==> config.mk <==
export PLATFORM = sky130hd
export DESIGN_NAME = vwvs_top
export DESIGN_NICKNAME = d
export VERILOG_FILES = /design/src/hw/vwvs_pkg.sv /design/src/hw/vwvs_stream_if.sv /design/src/hw/vwvs_top.sv /design/src/hw/vwvs_fifo.sv
export SDC_FILE = /design/constraint.sdc
export NUM_CORES = 1
export LEC_CHECK = 0
export BUFFER_PORTS_ARGS = -buffer_cell sky130_fd_sc_hd__buf_2
export CAP_MARGIN = 20
export CORE_UTILIZATION = 44
export CTS_BUF_LIST = sky130_fd_sc_hd__clkbuf_16
export CTS_CLUSTER_SIZE = 24
export DETAILED_ROUTE_END_ITERATION = 12
export SLEW_MARGIN = 20
export SYNTH_ARGS = -nofsm -noshare
export SYNTH_HDL_FRONTEND = slang
export SYNTH_SLANG_ARGS = --single-unit
==> constraint.sdc <==
create_clock -name clk_i -period 21.7 [get_ports clk_i]
set_input_delay 3.255 -clock clk_i [delete_from_list [all_inputs] [get_ports clk_i]]
set_output_delay 3.255 -clock clk_i [all_outputs]
set_load 0.02 [all_outputs]
==> src/hw/vwvs_pkg.sv <==
// Constants for the second-window vertical select stage
package vwvs_pkg;
  localparam int unsigned ADDR_W = 12;
  localparam int unsigned PIX_W = 16;
  // Register indexes; byte address is four times the index
  localparam logic [9:0] IDX_ACTIVE_FLAG_POSITION = 10'h11F;
  localparam logic [9:0] IDX_WINDOW_FIRST_LINE = 10'h12A;
  localparam logic [9:0] IDX_WINDOW_INPUT_LINES = 10'h12B;
  localparam logic [9:0] IDX_WINDOW_OUTPUT_LINES = 10'h12C;
  localparam logic [9:0] IDX_KEPT_FRAME_COUNT = 10'h157;
  localparam logic [9:0] IDX_WINDOW_STATUS = 10'h160;
  localparam logic [9:0] IDX_LINE_STANDARD = 10'h161;
  // Reset values
  localparam logic [8:0] RST_FIRST_LINE = 9'h011;
  localparam logic [11:0] RST_INPUT_LINES = 12'h1F4;
  localparam logic [8:0] RST_OUTPUT_LINES = 9'h0F0;
  localparam logic [11:0] RST_KEPT_FRAMES = 12'hBB8;
  // Field positions in window_input_lines
  localparam int unsigned POS_TDEC_EN = 9;
  localparam int unsigned POS_FIELD_DIS_EVEN = 11;
  localparam int unsigned POS_FIELD_DIS_ODD = 10;
  // Field positions in window_status
  localparam int unsigned POS_STAT_OVF = 11;
  // Lines per field for each standard
  localparam logic [9:0] MAX_LINES_625 = 10'h139;
  localparam logic [9:0] MAX_LINES_525 = 10'h107;
  // Temporal decimation interval in frames
  localparam logic [12:0] TDEC_INTERVAL = 13'hBB8;
  // AXI responses
  localparam logic [1:0] RESP_OKAY = 2'h0;
  localparam logic [1:0] RESP_SLVERR = 2'h2;
endpackage : vwvs_pkg

==> src/hw/vwvs_stream_if.sv <==
// Valid/ready stream carrier between the window stage and its FIFO
`timescale 1ns/10ps
interface vwvs_stream_if #(
  parameter int unsigned WIDTH = 18
);
  logic valid;
  logic ready;
  logic [WIDTH-1:0] data;
  modport src (output valid, output data, input ready);
  modport snk (input valid, input data, output ready);
endinterface : vwvs_stream_if

==> src/hw/vwvs_top.sv <==
// Vertical window select for the second output window, with AXI4-Lite registers
// Function
// - Report the delay from the falling edge of the horizontal reference to the window's active flag in bits [11:1].
// - Use the nine-bit first-line value (reset 17) as the first active line of the window in each field.
// - Use the nine-bit input line count (reset 500) as the span from first to last window line.
// - Clamp the span to the standard's line count when first line plus span exceeds it.
// - With temporal decimation on, output only the kept-frame count of frames per 3000; otherwise output all.
// - Field disable bits: 11 off, 10 odd fields only, 01 even fields only, 00 both fields.
// - When output count is below the span (input count, clamped), drop lines so exactly the output count is delivered per field.
`timescale 1ns/10ps
module vwvs_top #(
  parameter int unsigned FIFO_DEPTH = 8
) (
  input wire logic clk_i,
  input wire logic sys_rst_i,
  // AXI4-Lite slave
  input wire logic [vwvs_pkg::ADDR_W-1:0] s_axi_awaddr_i,
  input wire logic s_axi_awvalid_i,
  output logic s_axi_awready_o,
  input wire logic [31:0] s_axi_wdata_i,
  input wire logic [3:0] s_axi_wstrb_i,
  input wire logic s_axi_wvalid_i,
  output logic s_axi_wready_o,
  output logic [1:0] s_axi_bresp_o,
  output logic s_axi_bvalid_o,
  input wire logic s_axi_bready_i,
  input wire logic [vwvs_pkg::ADDR_W-1:0] s_axi_araddr_i,
  input wire logic s_axi_arvalid_i,
  output logic s_axi_arready_o,
  output logic [31:0] s_axi_rdata_o,
  output logic [1:0] s_axi_rresp_o,
  output logic s_axi_rvalid_o,
  input wire logic s_axi_rready_i,
  // Decoded video from the front end, same clock
  input wire logic horizontal_reference_i,
  input wire logic vref_i,
  input wire logic field_odd_i,
  input wire logic pix_valid_i,
  input wire logic [vwvs_pkg::PIX_W-1:0] pix_i,
  // Windowed stream to capture logic
  output logic win_active_o,
  output logic out_valid_o,
  input wire logic out_ready_i,
  output logic [vwvs_pkg::PIX_W-1:0] out_pix_o,
  output logic out_sol_o,
  output logic out_sof_o
);
  localparam int unsigned SW = vwvs_pkg::PIX_W + 2;

  initial begin
    if (FIFO_DEPTH < 2) begin
      $error("vwvs_top: FIFO_DEPTH must be at least 2");
    end
  end

  typedef struct packed {
    // Bus slave
    logic awready;
    logic wready;
    logic aw_have;
    logic [9:0] aw_idx;
    logic w_have;
    logic [11:0] wdata;
    logic [1:0] wstrb;
    logic bvalid;
    logic [1:0] bresp;
    logic arready;
    logic rvalid;
    logic [1:0] rresp;
    logic [11:0] rdata;
    // Software registers
    logic [8:0] first_line;
    logic [11:0] input_lines;
    logic [8:0] output_lines;
    logic [11:0] kept_frames;
    logic std_525;
    // Video tracking
    logic horizontal_reference_prev;
    logic vref_prev;
    logic field_odd;
    logic field_on;
    logic frame_keep;
    logic [12:0] frame_acc;
    logic [9:0] line_no;
    logic [9:0] line_acc;
    logic [8:0] delivered;
    logic [8:0] last_delivered;
    logic line_keep;
    logic sol_pend;
    logic sof_pend;
    logic [10:0] meas_cnt;
    logic meas_arm;
    logic [10:0] active_offset;
    logic overflow;
    // Stream into FIFO
    logic push;
    logic [SW-1:0] push_data;
    logic active;
  } vwvs_top_s;

  vwvs_top_s st_q;
  vwvs_top_s st_d;

  vwvs_stream_if #(.WIDTH(SW)) fifo_in ();
  vwvs_stream_if #(.WIDTH(SW)) fifo_out ();

  vwvs_fifo #(
    .WIDTH(SW),
    .DEPTH(FIFO_DEPTH)
  ) u_fifo (
    .clk_i(clk_i),
    .sys_rst_i(sys_rst_i),
    .wr(fifo_in.snk),
    .rd(fifo_out.src)
  );

  assign fifo_in.valid = st_q.push;
  assign fifo_in.data = st_q.push_data;
  assign fifo_out.ready = out_ready_i;
  assign out_valid_o = fifo_out.valid;
  assign out_pix_o = fifo_out.data[vwvs_pkg::PIX_W-1:0];
  assign out_sol_o = fifo_out.data[vwvs_pkg::PIX_W];
  assign out_sof_o = fifo_out.data[vwvs_pkg::PIX_W+1];
  assign win_active_o = st_q.active;
  assign s_axi_awready_o = st_q.awready;
  assign s_axi_wready_o = st_q.wready;
  assign s_axi_bvalid_o = st_q.bvalid;
  assign s_axi_bresp_o = st_q.bresp;
  assign s_axi_arready_o = st_q.arready;
  assign s_axi_rvalid_o = st_q.rvalid;
  assign s_axi_rresp_o = st_q.rresp;
  assign s_axi_rdata_o = {20'h00000, st_q.rdata};

  // Window geometry derived from the registers
  logic [9:0] max_lines;
  logic [9:0] win_end;
  logic [10:0] raw_end;
  logic [8:0] span;
  logic [8:0] out_eff;
  logic in_window;
  logic field_enable;
  logic horizontal_reference_rise;
  logic horizontal_reference_fall;
  logic vref_rise;
  logic pix_active;
  logic keep_new;
  logic line_keep_now;
  logic [9:0] line_next;
  logic [10:0] line_acc_sum;
  logic [13:0] frame_sum;

  always_comb begin
    max_lines = st_q.std_525 ? vwvs_pkg::MAX_LINES_525 : vwvs_pkg::MAX_LINES_625;
    raw_end = {2'h0, st_q.first_line} + {2'h0, st_q.input_lines[8:0]};
    // Past the last line of the standard the span is cut short
    if (raw_end > {1'b0, max_lines} + 11'h001) begin
      win_end = max_lines + 10'h001;
    end else begin
      win_end = raw_end[9:0];
    end
    if (win_end > {1'b0, st_q.first_line}) begin
      span = 9'(win_end - {1'b0, st_q.first_line});
    end else begin
      span = 9'h000;
    end
    // No interpolation: an output count above the span delivers the span
    out_eff = (st_q.output_lines > span) ? span : st_q.output_lines;
    horizontal_reference_rise = horizontal_reference_i && !st_q.horizontal_reference_prev;
    horizontal_reference_fall = !horizontal_reference_i && st_q.horizontal_reference_prev;
    vref_rise = vref_i && !st_q.vref_prev;
    line_next = st_q.line_no + 10'h001;
    in_window = (line_next >= {1'b0, st_q.first_line}) && (line_next < win_end);
    field_enable = st_q.field_odd ? !st_q.input_lines[vwvs_pkg::POS_FIELD_DIS_ODD]
                                  : !st_q.input_lines[vwvs_pkg::POS_FIELD_DIS_EVEN];
    line_acc_sum = {1'b0, st_q.line_acc} + {2'h0, out_eff};
    frame_sum = {1'b0, st_q.frame_acc} + {2'h0, st_q.kept_frames};
    keep_new = in_window && field_enable && (line_acc_sum >= {2'h0, span}) && (st_q.delivered < out_eff);
    // The first pixel comes with the reference edge, before line_keep is registered
    line_keep_now = vref_rise ? 1'b0 : (horizontal_reference_rise ? keep_new : st_q.line_keep);
    pix_active = pix_valid_i && horizontal_reference_i && line_keep_now && st_q.field_on && st_q.frame_keep;
  end

  always_comb begin
    st_d = st_q;
    st_d.horizontal_reference_prev = horizontal_reference_i;
    st_d.vref_prev = vref_i;

    // Bus write: address and data are taken independently
    if (s_axi_awvalid_i && st_q.awready) begin
      st_d.aw_have = 1'b1;
      st_d.aw_idx = s_axi_awaddr_i[vwvs_pkg::ADDR_W-1:2];
      st_d.awready = 1'b0;
    end
    if (s_axi_wvalid_i && st_q.wready) begin
      st_d.w_have = 1'b1;
      st_d.wdata = s_axi_wdata_i[11:0];
      st_d.wstrb = s_axi_wstrb_i[1:0];
      st_d.wready = 1'b0;
    end
    if (st_q.aw_have && st_q.w_have && !st_q.bvalid) begin
      st_d.aw_have = 1'b0;
      st_d.w_have = 1'b0;
      st_d.bvalid = 1'b1;
      st_d.bresp = vwvs_pkg::RESP_OKAY;
      unique case (st_q.aw_idx)
        vwvs_pkg::IDX_WINDOW_FIRST_LINE: begin
          // Upper reserved bits are not stored and read as zero
          if (st_q.wstrb[0]) st_d.first_line[7:0] = st_q.wdata[7:0];
          if (st_q.wstrb[1]) st_d.first_line[8] = st_q.wdata[8];
        end
        vwvs_pkg::IDX_WINDOW_INPUT_LINES: begin
          if (st_q.wstrb[0]) st_d.input_lines[7:0] = st_q.wdata[7:0];
          if (st_q.wstrb[1]) st_d.input_lines[11:8] = st_q.wdata[11:8];
        end
        vwvs_pkg::IDX_WINDOW_OUTPUT_LINES: begin
          if (st_q.wstrb[0]) st_d.output_lines[7:0] = st_q.wdata[7:0];
          if (st_q.wstrb[1]) st_d.output_lines[8] = st_q.wdata[8];
        end
        vwvs_pkg::IDX_KEPT_FRAME_COUNT: begin
          if (st_q.wstrb[0]) st_d.kept_frames[7:0] = st_q.wdata[7:0];
          if (st_q.wstrb[1]) st_d.kept_frames[11:8] = st_q.wdata[11:8];
        end
        vwvs_pkg::IDX_LINE_STANDARD: begin
          if (st_q.wstrb[0]) st_d.std_525 = st_q.wdata[0];
        end
        vwvs_pkg::IDX_WINDOW_STATUS: begin
          // Writing a one to the overflow bit clears it
          if (st_q.wstrb[1] && st_q.wdata[vwvs_pkg::POS_STAT_OVF]) st_d.overflow = 1'b0;
        end
        vwvs_pkg::IDX_ACTIVE_FLAG_POSITION: begin
          st_d.bresp = vwvs_pkg::RESP_OKAY;
        end
        default: begin
          st_d.bresp = vwvs_pkg::RESP_SLVERR;
        end
      endcase
    end
    if (st_q.bvalid && s_axi_bready_i) begin
      st_d.bvalid = 1'b0;
      st_d.awready = 1'b1;
      st_d.wready = 1'b1;
    end

    // Bus read
    if (s_axi_arvalid_i && st_q.arready) begin
      st_d.arready = 1'b0;
      st_d.rvalid = 1'b1;
      st_d.rresp = vwvs_pkg::RESP_OKAY;
      st_d.rdata = 12'h000;
      unique case (s_axi_araddr_i[vwvs_pkg::ADDR_W-1:2])
        vwvs_pkg::IDX_ACTIVE_FLAG_POSITION: st_d.rdata = {st_q.active_offset, 1'b0};
        vwvs_pkg::IDX_WINDOW_FIRST_LINE: st_d.rdata = {3'h0, st_q.first_line};
        vwvs_pkg::IDX_WINDOW_INPUT_LINES: st_d.rdata = st_q.input_lines;
        vwvs_pkg::IDX_WINDOW_OUTPUT_LINES: st_d.rdata = {3'h0, st_q.output_lines};
        vwvs_pkg::IDX_KEPT_FRAME_COUNT: st_d.rdata = st_q.kept_frames;
        vwvs_pkg::IDX_LINE_STANDARD: st_d.rdata = {11'h000, st_q.std_525};
        vwvs_pkg::IDX_WINDOW_STATUS: st_d.rdata = {st_q.overflow, 2'h0, st_q.last_delivered};
        default: st_d.rresp = vwvs_pkg::RESP_SLVERR;
      endcase
    end
    if (st_q.rvalid && s_axi_rready_i) begin
      st_d.rvalid = 1'b0;
      st_d.arready = 1'b1;
    end

    // Field start: restart line tracking and decide frame keep on odd fields
    if (vref_rise) begin
      st_d.field_odd = field_odd_i;
      st_d.line_no = 10'h000;
      st_d.line_acc = 10'h000;
      st_d.delivered = 9'h000;
      st_d.last_delivered = st_q.delivered;
      st_d.line_keep = 1'b0;
      st_d.sof_pend = 1'b1;
      st_d.field_on = field_odd_i ? !st_q.input_lines[vwvs_pkg::POS_FIELD_DIS_ODD]
                                  : !st_q.input_lines[vwvs_pkg::POS_FIELD_DIS_EVEN];
      if (field_odd_i) begin
        if (!st_q.input_lines[vwvs_pkg::POS_TDEC_EN]) begin
          st_d.frame_keep = 1'b1;
          st_d.frame_acc = 13'h0000;
        end else if (frame_sum >= {1'b0, vwvs_pkg::TDEC_INTERVAL}) begin
          // Kept frames are spread evenly over the 3000-frame interval
          st_d.frame_keep = 1'b1;
          st_d.frame_acc = 13'(frame_sum - {1'b0, vwvs_pkg::TDEC_INTERVAL});
        end else begin
          st_d.frame_keep = 1'b0;
          st_d.frame_acc = frame_sum[12:0];
        end
      end
    end else if (horizontal_reference_rise) begin
      st_d.line_no = line_next;
      st_d.line_keep = 1'b0;
      st_d.sol_pend = 1'b1;
      if (in_window && field_enable) begin
        // Bresenham step: keeps out of span lines, dropped ones interleaved
        if (keep_new) begin
          st_d.line_keep = 1'b1;
          st_d.line_acc = 10'(line_acc_sum - {2'h0, span});
          st_d.delivered = st_q.delivered + 9'h001;
        end else begin
          st_d.line_acc = line_acc_sum[9:0];
        end
      end
    end

    // Delay from the end of the reference pulse to the window's active flag
    if (horizontal_reference_fall) begin
      st_d.meas_cnt = 11'h000;
      st_d.meas_arm = 1'b1;
    end else if (st_q.meas_arm) begin
      if (pix_active) begin
        st_d.active_offset = st_q.meas_cnt;
        st_d.meas_arm = 1'b0;
      end else if (st_q.meas_cnt != 11'h7FF) begin
        st_d.meas_cnt = st_q.meas_cnt + 11'h001;
      end
    end

    // Pixels of kept lines go to the FIFO; a full FIFO drops them and flags it
    st_d.active = pix_active;
    st_d.push = 1'b0;
    if (st_q.push && !fifo_in.ready) begin
      st_d.overflow = 1'b1;
    end
    if (pix_active) begin
      st_d.push = 1'b1;
      st_d.push_data = {st_q.sof_pend, st_q.sol_pend || horizontal_reference_rise, pix_i};
      st_d.sol_pend = 1'b0;
      st_d.sof_pend = 1'b0;
    end
  end

  always_ff @(posedge clk_i or posedge sys_rst_i) begin
    if (sys_rst_i) begin
      st_q <= '0;
      st_q.awready <= 1'b1;
      st_q.wready <= 1'b1;
      st_q.arready <= 1'b1;
      st_q.first_line <= vwvs_pkg::RST_FIRST_LINE;
      st_q.input_lines <= vwvs_pkg::RST_INPUT_LINES;
      st_q.output_lines <= vwvs_pkg::RST_OUTPUT_LINES;
      st_q.kept_frames <= vwvs_pkg::RST_KEPT_FRAMES;
      st_q.frame_keep <= 1'b1;
    end else begin
      st_q <= st_d;
    end
  end
endmodule : vwvs_top

==> src/hw/vwvs_fifo.sv <==
// Small FIFO with a registered output stage
`timescale 1ns/10ps
module vwvs_fifo #(
  parameter int unsigned WIDTH = 18,
  parameter int unsigned DEPTH = 8
) (
  input wire logic clk_i,
  input wire logic sys_rst_i,
  vwvs_stream_if.snk wr,
  vwvs_stream_if.src rd
);
  localparam int unsigned AW = $clog2(DEPTH);

  initial begin
    if (DEPTH < 2 || (DEPTH & (DEPTH - 1)) != 0) begin
      $error("vwvs_fifo: DEPTH must be a power of two of at least 2");
    end
  end

  typedef struct packed {
    logic [DEPTH-1:0][WIDTH-1:0] mem;
    logic [AW-1:0] wr_ptr;
    logic [AW-1:0] rd_ptr;
    logic [AW:0] count;
    logic [WIDTH-1:0] out_data;
    logic out_valid;
  } vwvs_fifo_s;

  vwvs_fifo_s st_q;
  vwvs_fifo_s st_d;
  logic push;
  logic pop;

  // Storage full means the source must stall; output stage adds one slot
  assign wr.ready = (st_q.count != (AW + 1)'(DEPTH));
  assign rd.valid = st_q.out_valid;
  assign rd.data = st_q.out_data;
  assign push = wr.valid && wr.ready;
  assign pop = (st_q.count != '0) && (!st_q.out_valid || rd.ready);

  always_comb begin
    st_d = st_q;
    if (push) begin
      st_d.mem[st_q.wr_ptr] = wr.data;
      st_d.wr_ptr = st_q.wr_ptr + 1'b1;
    end
    if (rd.ready && st_q.out_valid) begin
      st_d.out_valid = 1'b0;
    end
    if (pop) begin
      st_d.out_data = st_q.mem[st_q.rd_ptr];
      st_d.out_valid = 1'b1;
      st_d.rd_ptr = st_q.rd_ptr + 1'b1;
    end
    st_d.count = st_q.count + (AW + 1)'(push) - (AW + 1)'(pop);
  end

  always_ff @(posedge clk_i or posedge sys_rst_i) begin
    if (sys_rst_i) begin
      st_q <= '0;
    end else begin
      st_q <= st_d;
    end
  end
endmodule : vwvs_fifo

**Yosys cells after proc, flatten, opt, wreduce, memory -nomap -nowiden**

Index checks and enable logic that the tools add are counted.

- Bits in registers: 366
- Input port bits: 88
- Output and inout bits: 61
- Logic and storage cells: 223

- Add/subtract/negate cells: 15
- Order comparisons: 11
- Equality and inequality tests: 18
- Mux-type cells: 53
- Bitwise logic cells: 1
- Reduce and logical (&&, ||, !) cells: 70

Operator list:

| operator | number |
|---|---|
| $bwmux 144 | 1 |
| $eq 10x9->1 const B | 14 |
| $pmux 12 s7 | 1 |
| $mux 29 | 2 |
| $bmux 18 s3 | 1 |
| $demux 18 s3 | 1 |
| $reduce_and 3->1 | 13 |
| $mux 19 | 2 |
| $mux 18 | 2 |
| $reduce_bool 2->1 | 17 |
| $mux 11 | 3 |
| $mux 14 | 2 |
| $mux 9 | 3 |
| $logic_and 1x1->1 | 24 |
| $mux 12 | 2 |
| $mux 23 | 1 |
| $add 9x1->10 const B | 2 |
| $mux 1 | 20 |
| $mux 10 | 2 |
| $mux 16 | 1 |
| $mux 15 | 1 |
| $add 13x12->14 | 1 |
| $ge 14x12->1 const B | 1 |
| $reduce_or 7->1 | 2 |
| other kinds (32) | 49 |

**Longest topological paths before layout**

- Depth after elaboration: 20
- Mapped depth: 54
- Gate-level depth less buffers: 50

**Cells and area by module**

A second synthesis with hierarchy kept.

- Cell total of the unflattened synthesis: 1804
- Area total of the unflattened synthesis: 20158.1 µm²

Modules (own cells, without submodules):

| module | instances | cells an instance | area an instance (µm²) | sequential area each (µm²) |
|---|---|---|---|---|
| vwvs_top | 1 | 1239 | 12081.6 | 4783.3 |
| vwvs_fifo | 1 | 565 | 8076.5 | 4329.2 |

**Worst setup path after synthesis**

No wires, ideal clock.

- Path type: register to register
- Start: register st_q[125] (netlist name)
- End: register st_q[41] (netlist name)
- Setup time: 0.135 ns
- Data arrival time: 9.872 ns
- Required time: 21.565 ns
- Path slack: 11.692 ns
- Stages on the path, launching flop included: 53
- Buffers on the path: 4
- Period minus slack after synthesis: 10.008 ns
- Cells stage by stage: dfrtp_1 > ha_1 > fa_1 > a21o_1 > a21oi_1 > xnor2_1 > ha_1 > and2_1 > and3b_1 > a211oi_1 > a311oi_1 > a21oi_1 > nor2_1 > o21a_1 > fa_1 > a21oi_1 > nor2_1 > nor2_1 > [17 not listed] > o31a_1 > o21a_1 > nor2_1 > xnor2_1 > ha_1 > a21oi_1 > nand2_1 > and3_1 > a221o_1 > o31ai_1 > nor4b_4 > a31oi_1 > o21a_1 > inv_2 > buf_4 > buf_4 > o31ai_1 > a21oi_1

- Longest elaborated chain between the ends: 18
- Elaborated cells between the ends (all ways): 23
- Those cells by class: add/sub (3); order compare (6); eq/ne (1); mux (5); reduce/logical (8)

RTL lines:

| element | line | text |
|---|---|---|
| from (decl) | vwvs_top.sv:101 | `vwvs_top_s st_q;` |
| from (signal assigned) | vwvs_top.sv:345 | `st_q <= st_d;` |
| $add 9x9->10 * | vwvs_top.sv:154 | `raw_end = {2'h0, st_q.first_line} + {2'h0, st_q.input_lines[8:0]};` |
| $gt 10x10->1 | vwvs_top.sv:156 | `if (raw_end > {1'b0, max_lines} + 11'h001) begin` |
| $mux 10 * | vwvs_top.sv:156 |  |
| $sub 9x9->9 or $gt 10x9->1 (tied branches) | vwvs_top.sv:162, vwvs_top.sv:161 |  |
| $mux 9 | vwvs_top.sv:161 | `if (win_end > {1'b0, st_q.first_line}) begin` |
| $gt 9x9->1 | vwvs_top.sv:167 | `out_eff = (st_q.output_lines > span) ? span : st_q.output_lines;` |
| $mux 9 | vwvs_top.sv:167 |  |
| $add 10x9->11 | vwvs_top.sv:175 | `line_acc_sum = {1'b0, st_q.line_acc} + {2'h0, out_eff};` |
| $ge 11x9->1 | vwvs_top.sv:177 | `keep_new = in_window && field_enable && (line_acc_sum >= {2'h0, span}) && (st_q.delivered < out_eff);` |
| $logic_and 1x1->1 | vwvs_top.sv:177 |  |
| $logic_and 1x1->1 * | vwvs_top.sv:177 |  |
| $mux 1 * (2 in a row) | vwvs_top.sv:179 | `line_keep_now = vref_rise ? 1'b0 : (horizontal_reference_rise ? keep_new : st_q.line_keep);` |
| $logic_and 1x1->1 * (3 in a row) | vwvs_top.sv:180 | `pix_active = pix_valid_i && horizontal_reference_i && line_keep_now && st_q.field_on && st_q.frame_keep;` |
| via pix_active | vwvs_top.sv:145 | `logic pix_active;` |
| $ne 2x2->1 (no source line) * | - |  |
| $reduce_and 3->1 (no source line) * | - |  |

Mark *: on every way through the listed nets, which the timed path passes. The rest lies on a longest branch.
A chain may end at the register's enable or synchronous reset.

**Worst setup path after layout**

- Start: register st_q[137] (netlist name)
- End: register st_q[25] (netlist name)

- Longest elaborated chain between the ends: 17
- Elaborated cells between the ends (all ways): 23
- Those cells by class: add/sub (3); order compare (7); mux (5); reduce/logical (8)

RTL lines:

| element | line |
|---|---|
| $add 9x9->10 | vwvs_top.sv:154 |
| $gt 10x10->1 | vwvs_top.sv:156 |
| $mux 10 | vwvs_top.sv:156 |
| $sub 9x9->9 or $gt 10x9->1 (tied branches) | vwvs_top.sv:162, vwvs_top.sv:161 |
| $mux 9 | vwvs_top.sv:161 |
| $gt 9x9->1 | vwvs_top.sv:167 |
| $mux 9 | vwvs_top.sv:167 |
| $add 10x9->11 | vwvs_top.sv:175 |
| $ge 11x9->1 | vwvs_top.sv:177 |
| $logic_and 1x1->1 | vwvs_top.sv:177 |
| $logic_and 1x1->1 * | vwvs_top.sv:177 |
| $mux 1 * (2 in a row) | vwvs_top.sv:179 |
| $logic_and 1x1->1 * (3 in a row) | vwvs_top.sv:180 |
| $reduce_and 3->1 (no source line) * | - |

Every way passes the cells marked *; elsewhere a longest branch is shown, timed or not.

==> results.md <==
- Status: finished clean
- Vias in the first global route: 13490
- CP top delay family: compound AO/OA/AOI/OAI gates
- Leading post-synthesis cells by cell area: dfrtp_1, mux2_2, ha_1
- FMAX: 0.07961 GHz
- Tmin final: 12560 ps
- # clock sinks: 363
- CTS resizes: 0
- Layout Cells excl Fill: 2438
- GR Util All Layers: 20.47%
- Slew Limit Fails: 0
- Routed vias: 13612
- Total grt overflow: 0
- Layout Nets: 2007
- Most common cell in the netlist: dfrtp_1
- Netlist Area Pre-Place: 19710 um2
- Layout cells sized above 1: 26.60%
- Synth top cells by count: dfrtp_1, mux2_2, nand2_1, ha_1, o21ai_0
- DRT iter0 DRCs: 863
- EDFF count, synth: 0
- Clock Skew: 15.76 ps
- Remaining antenna violation count after routing: 0
- Avg WL per Cell: 18.51 um
- Post-Synthesis Cells: 1742
- Antenna cells: 0
- Via/cell ratio: 5.583
- Yosys top cell area share: 43.17%
- FP Rows: 77
- Synth cell types: 71
- Core Area: 44220 um2
- Worst-Skew Late Latency: 560 ps
- Sequential area share after synthesis: 46.24%
- #FFs+latches synth: 363
- CTS Buf Count: 41
- CP bufs+invs: 3
- Residual DRC: 0
- Hold Vio Cnt, Final: 0
- Total Wirelength: 45120 um
- Area growth syn-to-layout: 11.49%
- # hold bufs at CTS: 0
- Fill count: 3971
- TNS Setup: 0 ps
- Die height: 213.6 um
- Most common cell on crit path: ha_1
- DRT Pass-1 Iters: 8
- Crit Path Max Fanout: 33
- CTS Buffer Depth: 3
- Largest net degree at the start of global routing: 134
- Power Dens Cells: 79.62 nW/um2
- Startpoint Class: flop
- Worst IR drop on VDD: 78.69 uV
- Synth Flop Type: dfrtp_1
- MaxCap Viol Count: 0
- Yosys warnings: 0
- RSZ-0062 raised after global routing: false
- Critical path arrival: 13000 ps
- Max stage delay on crit path: 630 ps
- First-pass GRT wire length: 73130 um
- CTS tree: done
- # port buffers: 100
- Top cell type by total area after synthesis: dfrtp_1
- Slowest cell on the critical path: dfstp_2
- Full die area: 45640 um2
- IO Pins: 149
- R2R setup slack: 9140 ps
- Clock root cell: clkbuf_16
- Worst slew pin tran: 1102 ps
- Die Wd: 213.6 um
- Clk slew on worst S/H paths: 60 ps
- Antenna violations before repair: 1
- Final GP Congestion: 0.9070
- Async SR Flop Fraction: 100.0%
- DP HPWL: 31480 um
- Crit share post-route: 57.89%
- CP Capture Type: flop
- Kind of critical path: flop to flop
- Average size of a mapped cell: 11.31 um2
- Post-CTS Setup Bufs: 0
- Setup violations, final: 0
- Worst rel slew slack: 26.38%
- Cells after DPL: 2364
- Initial core utilization: 44.56%
- Leak: 10.54 nW
- H-tree Lvls: 2
- Hold crit path type: flop to flop
- Critical path required time: 22140 ps
registers in the layout, summed over array words and instances (netlist names), 12 cells and up:
| name | flops |
|---|---|
| fifo_in.data | 18 |
| u_fifo.st_q | 154 |
| u_fifo.rd.data | 18 |
| st_q | 152 |
| s_axi_rdata_o | 12 |
worst min-delay path: stages (launching register included):
cell and delay (ps):
dfrtp_1 340, nand2_1 50, o21ai_0 60
cell type report:
| cell class | instances | area (um2) | area share [%] |
|---|---|---|---|
| clock buffer | 42 | 1051 | 4.784 |
| clock inverter | 31 | 274.0 | 1.247 |
| inverter | 55 | 214.0 | 0.9739 |
| multi-input combinational | 1233 | 9879 | 44.97 |
| sequential | 363 | 9114 | 41.48 |
| tap | 592 | 740.7 | 3.371 |
| timing repair buffer | 122 | 696.9 | 3.172 |
cell families (layout without fill, tap and decap cells):
family          count (synthesis)  in the layout  share of synthesized area [%]
buf+inv                       167            250                          4.292
flops                         363            363                          46.24
other cells                     2             23                        0.03811
simple gates                  417            417                          10.16
xor+xnor                       62             62                          2.756
compound gates                319            319                          10.24
fa+ha+maj                     103            103                          6.768
mux                           309            309                          19.51
metal layers:
| layer | global-route usage, % | share of wire (%) |
|---|---|---|
| met5 | 0 | 0.033 |
| met4 | 7.192 | 2.8 |
| met3 | 3.002 | 3.5 |
| met2 | 33.64 | 48 |
| met1 | 27.63 | 46 |
path summary, 6_finish.rpt:
kind	depth (start not counted)	to	startpoint
worst max-delay path	47	st_q[25]	st_q[137]
worst min-delay path	2	s_axi_rdata_o[7]	s_axi_rdata_o[7]
worst max register to register	47	st_q[25]	st_q[137]
worst min register to register	2	s_axi_rdata_o[7]	s_axi_rdata_o[7]
max in group asynchronous	4	u_fifo.st_q[71]	sys_rst_i
min in group asynchronous	2	u_fifo.st_q[43]	sys_rst_i
through the flow:
stage	power (mW)	setup slack [ps]	cell area, um2	hold slack, ps	util [%]
6_report	1.749	9139	21970	471.8	49.68
5_1_grt	1.830	7968	21970	505.9	49.68
4_1_cts	1.776	9124	21940	479.5	49.61
3_5_place_dp	1.079	9260	20610	466.0	46.61
3_3_place_gp	1.071	9389	20600	461.5	46.58
2_1_floorplan	1.003	8408	19790	446.7	-
power breakdown:
group | internal, mW | switching, mW
registers | 0.730 | 0.0615
logic | 0.115 | 0.155
clock network | 0.409 | 0.279
placed cells by master, fill, tap and decap left out, drive strengths merged, types with 6 or more instances in the layout:
| cell | n |
|---|---|
| and3 | 7 |
| and2 | 7 |
| o21ai | 95 |
| mux4 | 36 |
| o21a | 17 |
| fa | 6 |
| o211ai | 11 |
| conb | 23 |
| or4 | 9 |
| o31ai | 11 |
| mux2 | 241 |
| a22oi | 8 |
| clkinv | 18 |
| buf | 122 |
| clkbuf | 42 |
| a211oi | 14 |
| nand4 | 19 |
| nor3 | 20 |
| xor2 | 26 |
| nand3 | 29 |
| dfstp | 23 |
| a21oi | 90 |
| a21o | 18 |
| nor2b | 11 |
| mux2i | 32 |
| dfrtp | 340 |
| nand2 | 159 |
| nor2 | 91 |
| a222oi | 11 |
| xnor2 | 36 |
| nand2b | 23 |
| ha | 97 |
| or3 | 14 |
| inv | 62 |
No activity file was read; power rests on OpenSTA's default activity.
